### src/hw/asg_pkg.sv
// ****************************************************************
// constants shared by the port block and its per-port slice
// ****************************************************************
package asg_pkg;
    // bus geometry: bank number in the top nibble, offset below
    localparam int DATA_W = 8;
    localparam int ADDR_W = 12;
    localparam int BANK_W = 4;
    localparam int OFS_W = 8;
    // banks holding the port registers
    localparam logic [BANK_W-1:0] BANK_FG = 4'h5;
    localparam logic [BANK_W-1:0] BANK_H = 4'h8;
    // register offsets inside a bank
    localparam logic [OFS_W-1:0] OFS_F_DIR = 8'h10;
    localparam logic [OFS_W-1:0] OFS_F_DATA = 8'h11;
    localparam logic [OFS_W-1:0] OFS_G_DIR = 8'h12;
    localparam logic [OFS_W-1:0] OFS_G_DATA = 8'h13;
    localparam logic [OFS_W-1:0] OFS_CONV = 8'h15;
    localparam logic [OFS_W-1:0] OFS_H_DIR = 8'h10;
    localparam logic [OFS_W-1:0] OFS_H_DATA = 8'h11;
    // reset values
    localparam logic [DATA_W-1:0] DIR_RST = 8'hff;
    localparam logic [DATA_W-1:0] DATA_RST = 8'h00;
    localparam logic [DATA_W-1:0] CONV_RST = 8'h00;
    // converter control fields
    localparam int CFG_W = 4;
    localparam int CFG_LSB = 0;
    localparam int FMT_BIT = 5;
    localparam int CLK_LSB = 6;
    localparam logic [DATA_W-1:0] CONV_RW_MASK = 8'hef;
    localparam logic [CFG_W-1:0] CFG_DIGITAL_MIN = 4'he;
    // converter channel map
    localparam int NUM_CH = 16;
    localparam int F_CH_BASE = 4;
    localparam int G_CH_TOP = 3;
    localparam int H_CH_BASE = 12;
    localparam int H_AN_LSB = 4;
    // port g peripheral bit positions
    localparam int G_CAP_BIT = 4;
    localparam int G_PWM_BIT = 5;
    localparam int G_DAT_BIT = 6;
    localparam int G_CLK_BIT = 7;
    // pin drive of one port
    typedef struct packed {
        logic [DATA_W-1:0] out;
        logic [DATA_W-1:0] oe;
    } asg_pin_drive_type;
endpackage : asg_pkg

### src/hw/asg_gpio.sv
// Our own choice: the strobed register port.
`timescale 1ns/10ps
`default_nettype none
module asg_gpio
    import asg_pkg::*;
(
    input wire logic clk_sys, // system clock, 50 MHz
    input wire logic nrst, // async reset, low
    input wire logic [ADDR_W-1:0] reg_addr, // {bank, offset}
    input wire logic [DATA_W-1:0] reg_wdata, // write data
    input wire logic reg_wr, // write strobe
    input wire logic reg_rd, // read strobe
    output logic [DATA_W-1:0] reg_rdata, // read data, next cycle
    input wire logic [DATA_W-1:0] pf_pin_i, // port f pin levels
    output asg_pin_drive_type pf_drive, // port f drive
    input wire logic [DATA_W-1:0] pg_pin_i, // port g pin levels
    output asg_pin_drive_type pg_drive, // port g drive
    input wire logic [DATA_W-1:0] ph_pin_i, // port h pin levels
    output asg_pin_drive_type ph_drive, // port h drive
    output logic [NUM_CH-1:0] analog_sel, // channels set analog
    output logic [1:0] adc_clk_sel, // converter clock field
    output logic adc_fmt, // converter result format
    input wire logic g_pwm_en, // pwm owns its pin
    input wire logic g_pwm_out, // pwm level
    input wire logic g_ser_en, // serial unit owns its pins
    input wire logic g_ser_dat_out, // serial data level
    input wire logic g_ser_dat_oe, // serial data enable
    input wire logic g_ser_clk_out, // serial clock level
    input wire logic g_ser_clk_oe, // serial clock enable
    output logic g_cap_level, // capture pin level
    output logic g_ser_dat_level, // serial data pin level
    output logic g_ser_clk_level // serial clock pin level
);
    // ************************************************************
    // declarations
    // ************************************************************
    logic [BANK_W-1:0] bank; // addressed bank
    logic [OFS_W-1:0] ofs; // addressed offset
    logic in_fg; // bank of ports f, g
    logic in_h; // bank of port h
    logic f_dir_wr; // port f direction write
    logic f_dat_wr; // port f latch write
    logic g_dir_wr; // port g direction write
    logic g_dat_wr; // port g latch write
    logic h_dir_wr; // port h direction write
    logic h_dat_wr; // port h latch write
    logic conv_wr; // converter control write
    logic [DATA_W-1:0] conv_q; // converter control
    logic [DATA_W-1:0] conv_d; // its next value
    logic [DATA_W-1:0] rdata_d; // next read data
    logic [CFG_W-1:0] cfg; // pin configuration code
    logic [DATA_W-1:0] pf_analog; // port f analog pins
    logic [DATA_W-1:0] pg_analog; // port g analog pins
    logic [DATA_W-1:0] ph_analog; // port h analog pins
    logic [DATA_W-1:0] pg_per_en; // port g peripheral owner
    logic [DATA_W-1:0] pg_per_out; // port g peripheral level
    logic [DATA_W-1:0] pg_per_oe; // port g peripheral enable
    logic [DATA_W-1:0] pf_dir; // port f direction
    logic [DATA_W-1:0] pg_dir; // port g direction
    logic [DATA_W-1:0] ph_dir; // port h direction
    logic [DATA_W-1:0] pf_latch; // port f latch
    logic [DATA_W-1:0] pg_latch; // port g latch
    logic [DATA_W-1:0] ph_latch; // port h latch
    logic [DATA_W-1:0] pf_level; // port f visible level
    logic [DATA_W-1:0] pg_level; // port g visible level
    logic [DATA_W-1:0] ph_level; // port h visible level
    logic cfg_seen_q; // helper: converter written
    logic dir_seen_q; // helper: an f or g direction written

    // ************************************************************
    // address decode
    // ************************************************************
    // the bank is part of the address, so software that forgets
    // to select the right bank simply misses the register
    always_comb begin
        bank = reg_addr[ADDR_W-1 -: BANK_W];
        ofs = reg_addr[OFS_W-1:0];
        in_fg = (bank == BANK_FG);
        in_h = (bank == BANK_H);
        f_dir_wr = reg_wr && in_fg && (ofs == OFS_F_DIR);
        f_dat_wr = reg_wr && in_fg && (ofs == OFS_F_DATA);
        g_dir_wr = reg_wr && in_fg && (ofs == OFS_G_DIR);
        g_dat_wr = reg_wr && in_fg && (ofs == OFS_G_DATA);
        conv_wr = reg_wr && in_fg && (ofs == OFS_CONV);
        h_dir_wr = reg_wr && in_h && (ofs == OFS_H_DIR);
        h_dat_wr = reg_wr && in_h && (ofs == OFS_H_DATA);
    end

    // ************************************************************
    // converter control register
    // ************************************************************
    // the unimplemented bit is masked so it always reads zero
    always_comb begin
        conv_d = conv_q;
        if (conv_wr) begin
            conv_d = reg_wdata & CONV_RW_MASK;
        end
    end

    always_ff @(posedge clk_sys or negedge nrst) begin
        if (!nrst) begin
            conv_q <= CONV_RST;
        end else begin
            conv_q <= conv_d;
        end
    end

    // ************************************************************
    // analog channel selection
    // ************************************************************
    // code c leaves channels below 16 - c analog; the two top
    // codes free every pin. reset code zero is all analog.
    always_comb begin
        cfg = conv_q[CFG_LSB +: CFG_W];
        adc_clk_sel = conv_q[CLK_LSB +: 2];
        adc_fmt = conv_q[FMT_BIT];
        for (int k = 0; k < NUM_CH; k++) begin
            analog_sel[k] = (cfg < CFG_DIGITAL_MIN) &&
                ((k + int'(cfg)) < NUM_CH);
        end
    end

    // ************************************************************
    // channel to pin mapping
    // ************************************************************
    always_comb begin
        pg_analog = '0;
        ph_analog = '0;
        for (int i = 0; i < DATA_W; i++) begin
            pf_analog[i] = analog_sel[F_CH_BASE + i];
        end
        // low nibble of g runs channels in reverse; the top two
        // also carry the converter references while analog
        for (int i = 0; i <= G_CH_TOP; i++) begin
            pg_analog[i] = analog_sel[G_CH_TOP - i];
        end
        for (int i = H_AN_LSB; i < DATA_W; i++) begin
            ph_analog[i] = analog_sel[H_CH_BASE + i - H_AN_LSB];
        end
    end

    // ************************************************************
    // port g peripheral sharing
    // ************************************************************
    // capture is input only: the pin keeps its port function
    always_comb begin
        pg_per_en = '0;
        pg_per_out = '0;
        pg_per_oe = '0;
        pg_per_en[G_PWM_BIT] = g_pwm_en;
        pg_per_out[G_PWM_BIT] = g_pwm_out;
        pg_per_oe[G_PWM_BIT] = 1'b1;
        pg_per_en[G_DAT_BIT] = g_ser_en;
        pg_per_out[G_DAT_BIT] = g_ser_dat_out;
        pg_per_oe[G_DAT_BIT] = g_ser_dat_oe;
        pg_per_en[G_CLK_BIT] = g_ser_en;
        pg_per_out[G_CLK_BIT] = g_ser_clk_out;
        pg_per_oe[G_CLK_BIT] = g_ser_clk_oe;
        g_cap_level = pg_level[G_CAP_BIT];
        g_ser_dat_level = pg_level[G_DAT_BIT];
        g_ser_clk_level = pg_level[G_CLK_BIT];
    end

    // ************************************************************
    // the three ports
    // ************************************************************
    asg_port_slice #(.WIDTH(DATA_W)) u_port_f (
        .clk_sys(clk_sys), .nrst(nrst), .dir_wr(f_dir_wr),
        .data_wr(f_dat_wr), .wdata(reg_wdata), .analog(pf_analog),
        .per_en('0), .per_out('0), .per_oe('0), .pin_i(pf_pin_i),
        .dir_q(pf_dir), .latch_q(pf_latch), .drive_q(pf_drive),
        .level_q(pf_level)
    );

    asg_port_slice #(.WIDTH(DATA_W)) u_port_g (
        .clk_sys(clk_sys), .nrst(nrst), .dir_wr(g_dir_wr),
        .data_wr(g_dat_wr), .wdata(reg_wdata), .analog(pg_analog),
        .per_en(pg_per_en), .per_out(pg_per_out), .per_oe(pg_per_oe),
        .pin_i(pg_pin_i), .dir_q(pg_dir), .latch_q(pg_latch),
        .drive_q(pg_drive), .level_q(pg_level)
    );

    asg_port_slice #(.WIDTH(DATA_W)) u_port_h (
        .clk_sys(clk_sys), .nrst(nrst), .dir_wr(h_dir_wr),
        .data_wr(h_dat_wr), .wdata(reg_wdata), .analog(ph_analog),
        .per_en('0), .per_out('0), .per_oe('0), .pin_i(ph_pin_i),
        .dir_q(ph_dir), .latch_q(ph_latch), .drive_q(ph_drive),
        .level_q(ph_level)
    );

    // ************************************************************
    // read path
    // ************************************************************
    // data offsets return pin levels, not the latch; unmapped
    // addresses and idle cycles return zero. analog bits are
    // masked again: the level register lags a config write
    always_comb begin
        rdata_d = '0;
        if (reg_rd && in_fg) begin
            case (ofs)
                OFS_F_DIR: rdata_d = pf_dir;
                OFS_F_DATA: rdata_d = pf_level & ~pf_analog;
                OFS_G_DIR: rdata_d = pg_dir;
                OFS_G_DATA: rdata_d = pg_level & ~pg_analog;
                OFS_CONV: rdata_d = conv_q;
                default: rdata_d = '0;
            endcase
        end else if (reg_rd && in_h) begin
            case (ofs)
                OFS_H_DIR: rdata_d = ph_dir;
                OFS_H_DATA: rdata_d = ph_level & ~ph_analog;
                default: rdata_d = '0;
            endcase
        end
    end

    always_ff @(posedge clk_sys or negedge nrst) begin
        if (!nrst) begin
            reg_rdata <= '0;
        end else begin
            reg_rdata <= rdata_d;
        end
    end

    // ************************************************************
    // checks
    // ************************************************************
    // helpers: remember whether software touched config/direction
    always_ff @(posedge clk_sys or negedge nrst) begin
        if (!nrst) begin
            cfg_seen_q <= 1'b0;
            dir_seen_q <= 1'b0;
        end else begin
            cfg_seen_q <= cfg_seen_q | conv_wr;
            dir_seen_q <= dir_seen_q | f_dir_wr | g_dir_wr;
        end
    end

    property p_dir_one_no_drive;
        @(posedge clk_sys) disable iff (!nrst)
        pf_dir[0] |=> !pf_drive.oe[0];
    endproperty
    a_dir_one_no_drive: assert property (p_dir_one_no_drive)
        else $error("input pin still driven");
    property p_dir_zero_drives;
        @(posedge clk_sys) disable iff (!nrst)
        (!pf_dir[1] && !pf_analog[1]) |=>
            (pf_drive.oe[1] && pf_drive.out[1] == $past(pf_latch[1]));
    endproperty
    a_dir_zero_drives: assert property (p_dir_zero_drives)
        else $error("output pin not driven from latch");
    property p_read_gives_pins;
        @(posedge clk_sys) disable iff (!nrst)
        (reg_rd && in_fg && ofs == OFS_F_DATA) |=>
            (reg_rdata == ($past(pf_level) & ~$past(pf_analog)));
    endproperty
    a_read_gives_pins: assert property (p_read_gives_pins)
        else $error("data read does not show pin level");
    property p_write_sets_latch;
        @(posedge clk_sys) disable iff (!nrst)
        g_dat_wr |=> (pg_latch == $past(reg_wdata)) && $stable(pg_dir);
    endproperty
    a_write_sets_latch: assert property (p_write_sets_latch)
        else $error("data write did not reach latch only");
    property p_reset_analog;
        @(posedge clk_sys) disable iff (!nrst)
        !cfg_seen_q |-> (pf_analog == 8'hff && pg_analog == 8'h0f &&
            ph_analog == 8'hf0);
    endproperty
    a_reset_analog: assert property (p_reset_analog)
        else $error("shared pins not analog after reset");
    property p_reset_dir;
        @(posedge clk_sys) disable iff (!nrst)
        !dir_seen_q |-> (pf_dir == DIR_RST && pg_dir == DIR_RST);
    endproperty
    a_reset_dir: assert property (p_reset_dir)
        else $error("direction not all inputs after reset");
    property p_channel_map;
        @(posedge clk_sys) disable iff (!nrst)
        (pf_analog == analog_sel[11:4]) && (ph_analog[7:4] ==
            analog_sel[15:12]) && (pg_analog[3:0] == {analog_sel[0],
            analog_sel[1], analog_sel[2], analog_sel[3]});
    endproperty
    a_channel_map: assert property (p_channel_map)
        else $error("pin to channel map broken");
    property p_cfg_digital;
        @(posedge clk_sys) disable iff (!nrst)
        (conv_wr && reg_wdata[3:0] == 4'he) |=> (analog_sel == '0) ##1
            (pf_drive.oe == ~$past(pf_dir));
    endproperty
    a_cfg_digital: assert property (p_cfg_digital)
        else $error("digital code leaves analog pins");
    property p_analog_reads_zero;
        @(posedge clk_sys) disable iff (!nrst)
        (reg_rd && in_fg && ofs == OFS_F_DATA && pf_analog[2]) |=>
            !reg_rdata[2];
    endproperty
    a_analog_reads_zero: assert property (p_analog_reads_zero)
        else $error("analog pin reads one");
    property p_pwm_owns_pin;
        @(posedge clk_sys) disable iff (!nrst)
        g_pwm_en |=> (pg_drive.oe[5] && pg_drive.out[5] ==
            $past(g_pwm_out));
    endproperty
    a_pwm_owns_pin: assert property (p_pwm_owns_pin)
        else $error("pwm does not drive its pin");
    property p_ser_owns_pins;
        @(posedge clk_sys) disable iff (!nrst)
        g_ser_en |=> (pg_drive.oe[7] == $past(g_ser_clk_oe)) &&
            (pg_drive.out[6] == $past(g_ser_dat_out));
    endproperty
    a_ser_owns_pins: assert property (p_ser_owns_pins)
        else $error("serial unit does not own its pins");
endmodule : asg_gpio
`default_nettype wire

### src/hw/asg_port_slice.sv
`timescale 1ns/10ps
`default_nettype none
// ****************************************************************
// one port: direction, latch, pin drive and input path
// ****************************************************************
module asg_port_slice
    import asg_pkg::*;
#(
    parameter int WIDTH = 8
) (
    input wire logic clk_sys, // system clock
    input wire logic nrst, // async reset, low
    input wire logic dir_wr, // direction write strobe
    input wire logic data_wr, // latch write strobe
    input wire logic [WIDTH-1:0] wdata, // write data
    input wire logic [WIDTH-1:0] analog, // pins held analog
    input wire logic [WIDTH-1:0] per_en, // peripheral owns pin
    input wire logic [WIDTH-1:0] per_out, // peripheral level
    input wire logic [WIDTH-1:0] per_oe, // peripheral enable
    input wire logic [WIDTH-1:0] pin_i, // raw pin levels
    output logic [WIDTH-1:0] dir_q, // direction register
    output logic [WIDTH-1:0] latch_q, // output latch
    output asg_pin_drive_type drive_q, // pin drive
    output logic [WIDTH-1:0] level_q // synced, masked level
);
    // refuse widths the drive struct cannot carry
    if (WIDTH != DATA_W) begin : g_bad_width
        $error("asg_port_slice: WIDTH must equal DATA_W");
    end

    logic [WIDTH-1:0] dir_d; // next direction
    logic [WIDTH-1:0] latch_d; // next latch
    logic [WIDTH-1:0] sync1_q; // first sync stage
    logic [WIDTH-1:0] sync2_q; // second sync stage
    logic [WIDTH-1:0] level_d; // next visible level
    asg_pin_drive_type drive_d; // next drive

    // ************************************************************
    // registers written by software
    // ************************************************************
    always_comb begin
        dir_d = dir_q;
        latch_d = latch_q;
        if (dir_wr) begin
            dir_d = wdata;
        end
        // a write lands in the latch only; pins follow it where the latch drives them
        if (data_wr) begin
            latch_d = wdata;
        end
    end

    // ************************************************************
    // per-bit pin driver and input gating
    // ************************************************************
    for (genvar i = 0; i < WIDTH; i++) begin : g_bit
        always_comb begin
            if (per_en[i]) begin
                // peripheral takes the pin over the latch
                drive_d.out[i] = per_out[i];
                drive_d.oe[i] = per_oe[i];
            end else begin
                drive_d.out[i] = latch_q[i];
                // one in direction, or analog, leaves pin undriven
                drive_d.oe[i] = ~dir_q[i] & ~analog[i];
            end
            // analog pins block the digital input path
            level_d[i] = sync2_q[i] & ~analog[i];
        end
    end

    // ************************************************************
    // state registers and pin synchroniser
    // ************************************************************
    always_ff @(posedge clk_sys or negedge nrst) begin
        if (!nrst) begin
            dir_q <= DIR_RST;
            latch_q <= DATA_RST;
            sync1_q <= '0;
            sync2_q <= '0;
            level_q <= '0;
            drive_q <= '0;
        end else begin
            dir_q <= dir_d;
            latch_q <= latch_d;
            // pins are asynchronous: two stages before any use
            sync1_q <= pin_i;
            sync2_q <= sync1_q;
            level_q <= level_d;
            drive_q <= drive_d;
        end
    end

    // ************************************************************
    // checks
    // ************************************************************
    property p_analog_blocks_input;
        @(posedge clk_sys) disable iff (!nrst)
        (analog == $past(analog)) |-> ((level_q & analog) == '0);
    endproperty
    a_analog_blocks_input: assert property (p_analog_blocks_input)
        else $error("analog pin shows a digital level");
endmodule : asg_port_slice
`default_nettype wire
### config.mk
export PLATFORM = sky130hd
export DESIGN_NAME = asg_gpio
export DESIGN_NICKNAME = d
export VERILOG_FILES = /design/src/hw/asg_pkg.sv /design/src/hw/asg_gpio.sv /design/src/hw/asg_port_slice.sv
export SDC_FILE = /design/constraint.sdc
export NUM_CORES = 1
export LEC_CHECK = 0
export ABC_AREA = 1
export ABC_CLOCK_PERIOD_IN_PS = 2400
export BUFFER_PORTS_ARGS = -buffer_cell sky130_fd_sc_hd__buf_2
export CORE_UTILIZATION = 41
export CTS_CLUSTER_SIZE = 24
export DETAILED_ROUTE_END_ITERATION = 7
export GPL_TIMING_DRIVEN = 0
export PLACE_DENSITY_LB_ADDON = 0.2
export SYNTH_ARGS = -nofsm -noshare
export SYNTH_HDL_FRONTEND = slang
export SYNTH_SLANG_ARGS = --single-unit
### constraint.sdc
create_clock -name clk_sys -period 2.4 [get_ports clk_sys]
set_clock_uncertainty 0.05 [all_clocks]
set_input_delay 0.24 -clock clk_sys [delete_from_list [all_inputs] [get_ports clk_sys]]
set_output_delay 0.24 -clock clk_sys [all_outputs]
set_load 0.02 [all_outputs]
==> impl_metrics.json <==
{
  "status": "complete, no violations",
  "fin_nets": 827,
  "cts_tree": "built",
  "yosys.cell_types.count": 26,
  "async_flop_share": 1.00,
  "finalHoldViolCount": 0,
  "drtPass1Iterations": 5,
  "drive_above_1_share": 0.357,
  "max-cap-violations": 0,
  "pwr-share-clk": 0.444,
  "finalSetupViolations": 0,
  "wl_um": 15400,
  "cp.required_ns": 2.11,
  "yosys.cell_count.top_type": "dfrtp_1",
  "grt_max_degree": 109,
  "routedWlPerCell_um": 15.3,
  "pre_cts_slack_ns": 0.542,
  "cts_hold_buf": 31,
  "yosysTopAreaCellShare": 0.596,
  "final_antenna_net_count": 0,
  "rows": 46,
  "synth_area_per_cell_um2": 11.3,
  "die_area_mm2": 0.0168,
  "first_iter_violations": 272,
  "gp_congestion": 0.864,
  "swShare": 0.219,
  "synth_edf_count": 0,
  "end_kind": "output port",
  "die_w_um": 130,
  "die_h_um": 130,
  "tns_ns": 0,
  "synth_ff_type": "dfrtp_1",
  "vias": 4581,
  "gr-total-overflow": 0,
  "start_util": 0.420,
  "p_switching_mw": 1.35,
  "slew_headroom": 0.564,
  "clkSlewWorstSetupHoldPaths_ns": 0.06,
  "power_frac_comb": 0.044,
  "hold_class": "in2reg",
  "cts_buffers": 17,
  "seqPwrFrac": 0.512,
  "worst_pin_slew_ns": 0.651,
  "synth.cell_area_mm2": 0.00667,
  "cts_max_level": 4,
  "ir_worst_vdd_uv": 488,
  "syn_inst": 589,
  "fin_crit_ns": 2.13,
  "core-area_mm2": 0.0159,
  "postLayoutCoreUtil": 0.537,
  "grt_pass1_wl_um": 23700,
  "total_leakage_power_nw": 4.40,
  "hpwl_um": 10700,
  "fin_crit_sh": 0.888,
  "io_pins": 133,
  "max_freq_ghz": 0.469,
  "area.growth.synth_to_final_pct": 27.9,
  "p_int_mw": 4.83,
  "p_per_area_mw_per_mm2": 724,
  "cts_resized": 0,
  "grt_setup_unrepaired": "false",
  "num_antenna_cells": 0,
  "criticalPathCategory": "reg2out",
  "cts_root_buf": "clkbuf_16",
  "synth_common_cells": "dfrtp_1, nand2_1, inv_1",
  "cts_setup_buffers": 0,
  "ys_seq_area_frac": 0.691,
  "cp-start-kind": "flip-flop",
  "cp_data_arrival_time_ns": 1.84,
  "ys_ff_latch": 183,
  "grt_pass1_vias": 4527,
  "clkLatencyLatePin_ns": 0.43,
  "io_buffers": 132,
  "grt_antenna_before_repair": 0,
  "drt-vias-per-instance": 4.58,
  "synth_nets": 644,
  "finalMaxSlewViolations": 0,
  "crit_fanout": 7,
  "ys_warn_count": 0,
  "synth_top_cell_by_area": "dfrtp_1",
  "fin_ws_ns": 0.268,
  "clock_sinks": 183,
  "synth_area_leaders": "dfrtp_1, dfstp_2, nand2_1",
  "reg.largest.list": "u_port_f.drive_q x16, u_port_g.drive_q x16, u_port_h.drive_q x16",
  "grtUsageTotal": 0.195,
  "route.detailed.drc": 0,
  "clock_path_buffers": 2
}
[power by group through the flow]
stage	logic [mW]	clock network [mW]	registers, mW
floorplan	0.0681	0	3.23
global placement	0.226	0	3.22
detailed placement	0.238	0	3.22
CTS	0.278	2.80	3.17
global route	0.304	2.90	3.17
finish	0.272	2.74	3.17
[cell type report]
cell class              count  area, µm²
plain buffers              16        143
clock buffers              19        453
clock inverters            13        128
fillers                  1448       7350
inverters                  63        241
multi-input cells         327       1680
flip-flops and latches    183       4610
well taps                 216        270
repair buffers            164       1010
[metal layers]
metal | vias to the layer above | routed length (µm) | track usage
li1 | 2202 | - | -
met1 | 2239 | 7000 | 0.256
met2 | 124 | 7470 | 0.321
met3 | 16 | 681 | 0.0421
met4 | 0 | 193 | 0.0677
met5 | - | 0 | 0
[logic make-up after synthesis]
kind of cell	Yosys count	share of synthesized area
and+or+nand+nor	251	0.168
DFF	183	0.691
buffers and inverters	79	0.0576
AOI/OAI and AO/OA	74	0.0806
muxes	2	0.00337
[worst max-delay path, cell delays in order (launching register included)]
cell	delay, ns
dfrtp_1	0.36
clkbuf_2	0.20
a21oi_1	0.35
o21ai_0	0.21
inv_1	0.13
buf_2	0.17
[worst paths after layout]
kind / from / end / slack, ns / cells after the start
max in group asynchronous: nrst / u_port_g.dir_q[0]$_DFFE_PN1P_ / 1.06 / 3
min reg2reg: u_port_f.sync1_q[0]$_DFF_PN0_ / u_port_f.sync2_q[0]$_DFF_PN0_ / 0.30 / 0
max reg2reg: conv_q[1]$_DFFE_PN0P_ / reg_rdata[0]$_DFF_PN0_ / 0.57 / 9
min: g_ser_clk_out / u_port_g.drive_q[15]$_DFF_PN0_ / 0.02 / 2
max: conv_q[1]$_DFFE_PN0P_ / analog_sel[11] / 0.27 / 5
min in group asynchronous: nrst / u_port_h.drive_q[7]$_DFF_PN0_ / 0.33 / 2
[layout by cell type, fill, tap and decap left out, drive strengths merged, types with 7 or more instances in the layout]
master	instances
nor2	63
inv	65
dfrtp	159
clkinv	7
clkbuf	20
nand3	37
o21ai	70
nand2	149
buf	148
dfstp	24
dlygate4sd3	31
[stage by stage]
step                      instances  hold WS (ns)  cell area (µm²)  power [mW]
after global routing           1001        0.0339             8530        6.38
after CTS                      1001        0.0170             8530        6.24
final                          1001        0.0229             8530        6.18
after floorplan                 589        -0.106             6670        3.30
after detailed placement        938         0.198             7640        3.46
after global placement          937         0.283             7600        3.45
Note: power is estimated with default switching activity, not from simulation.
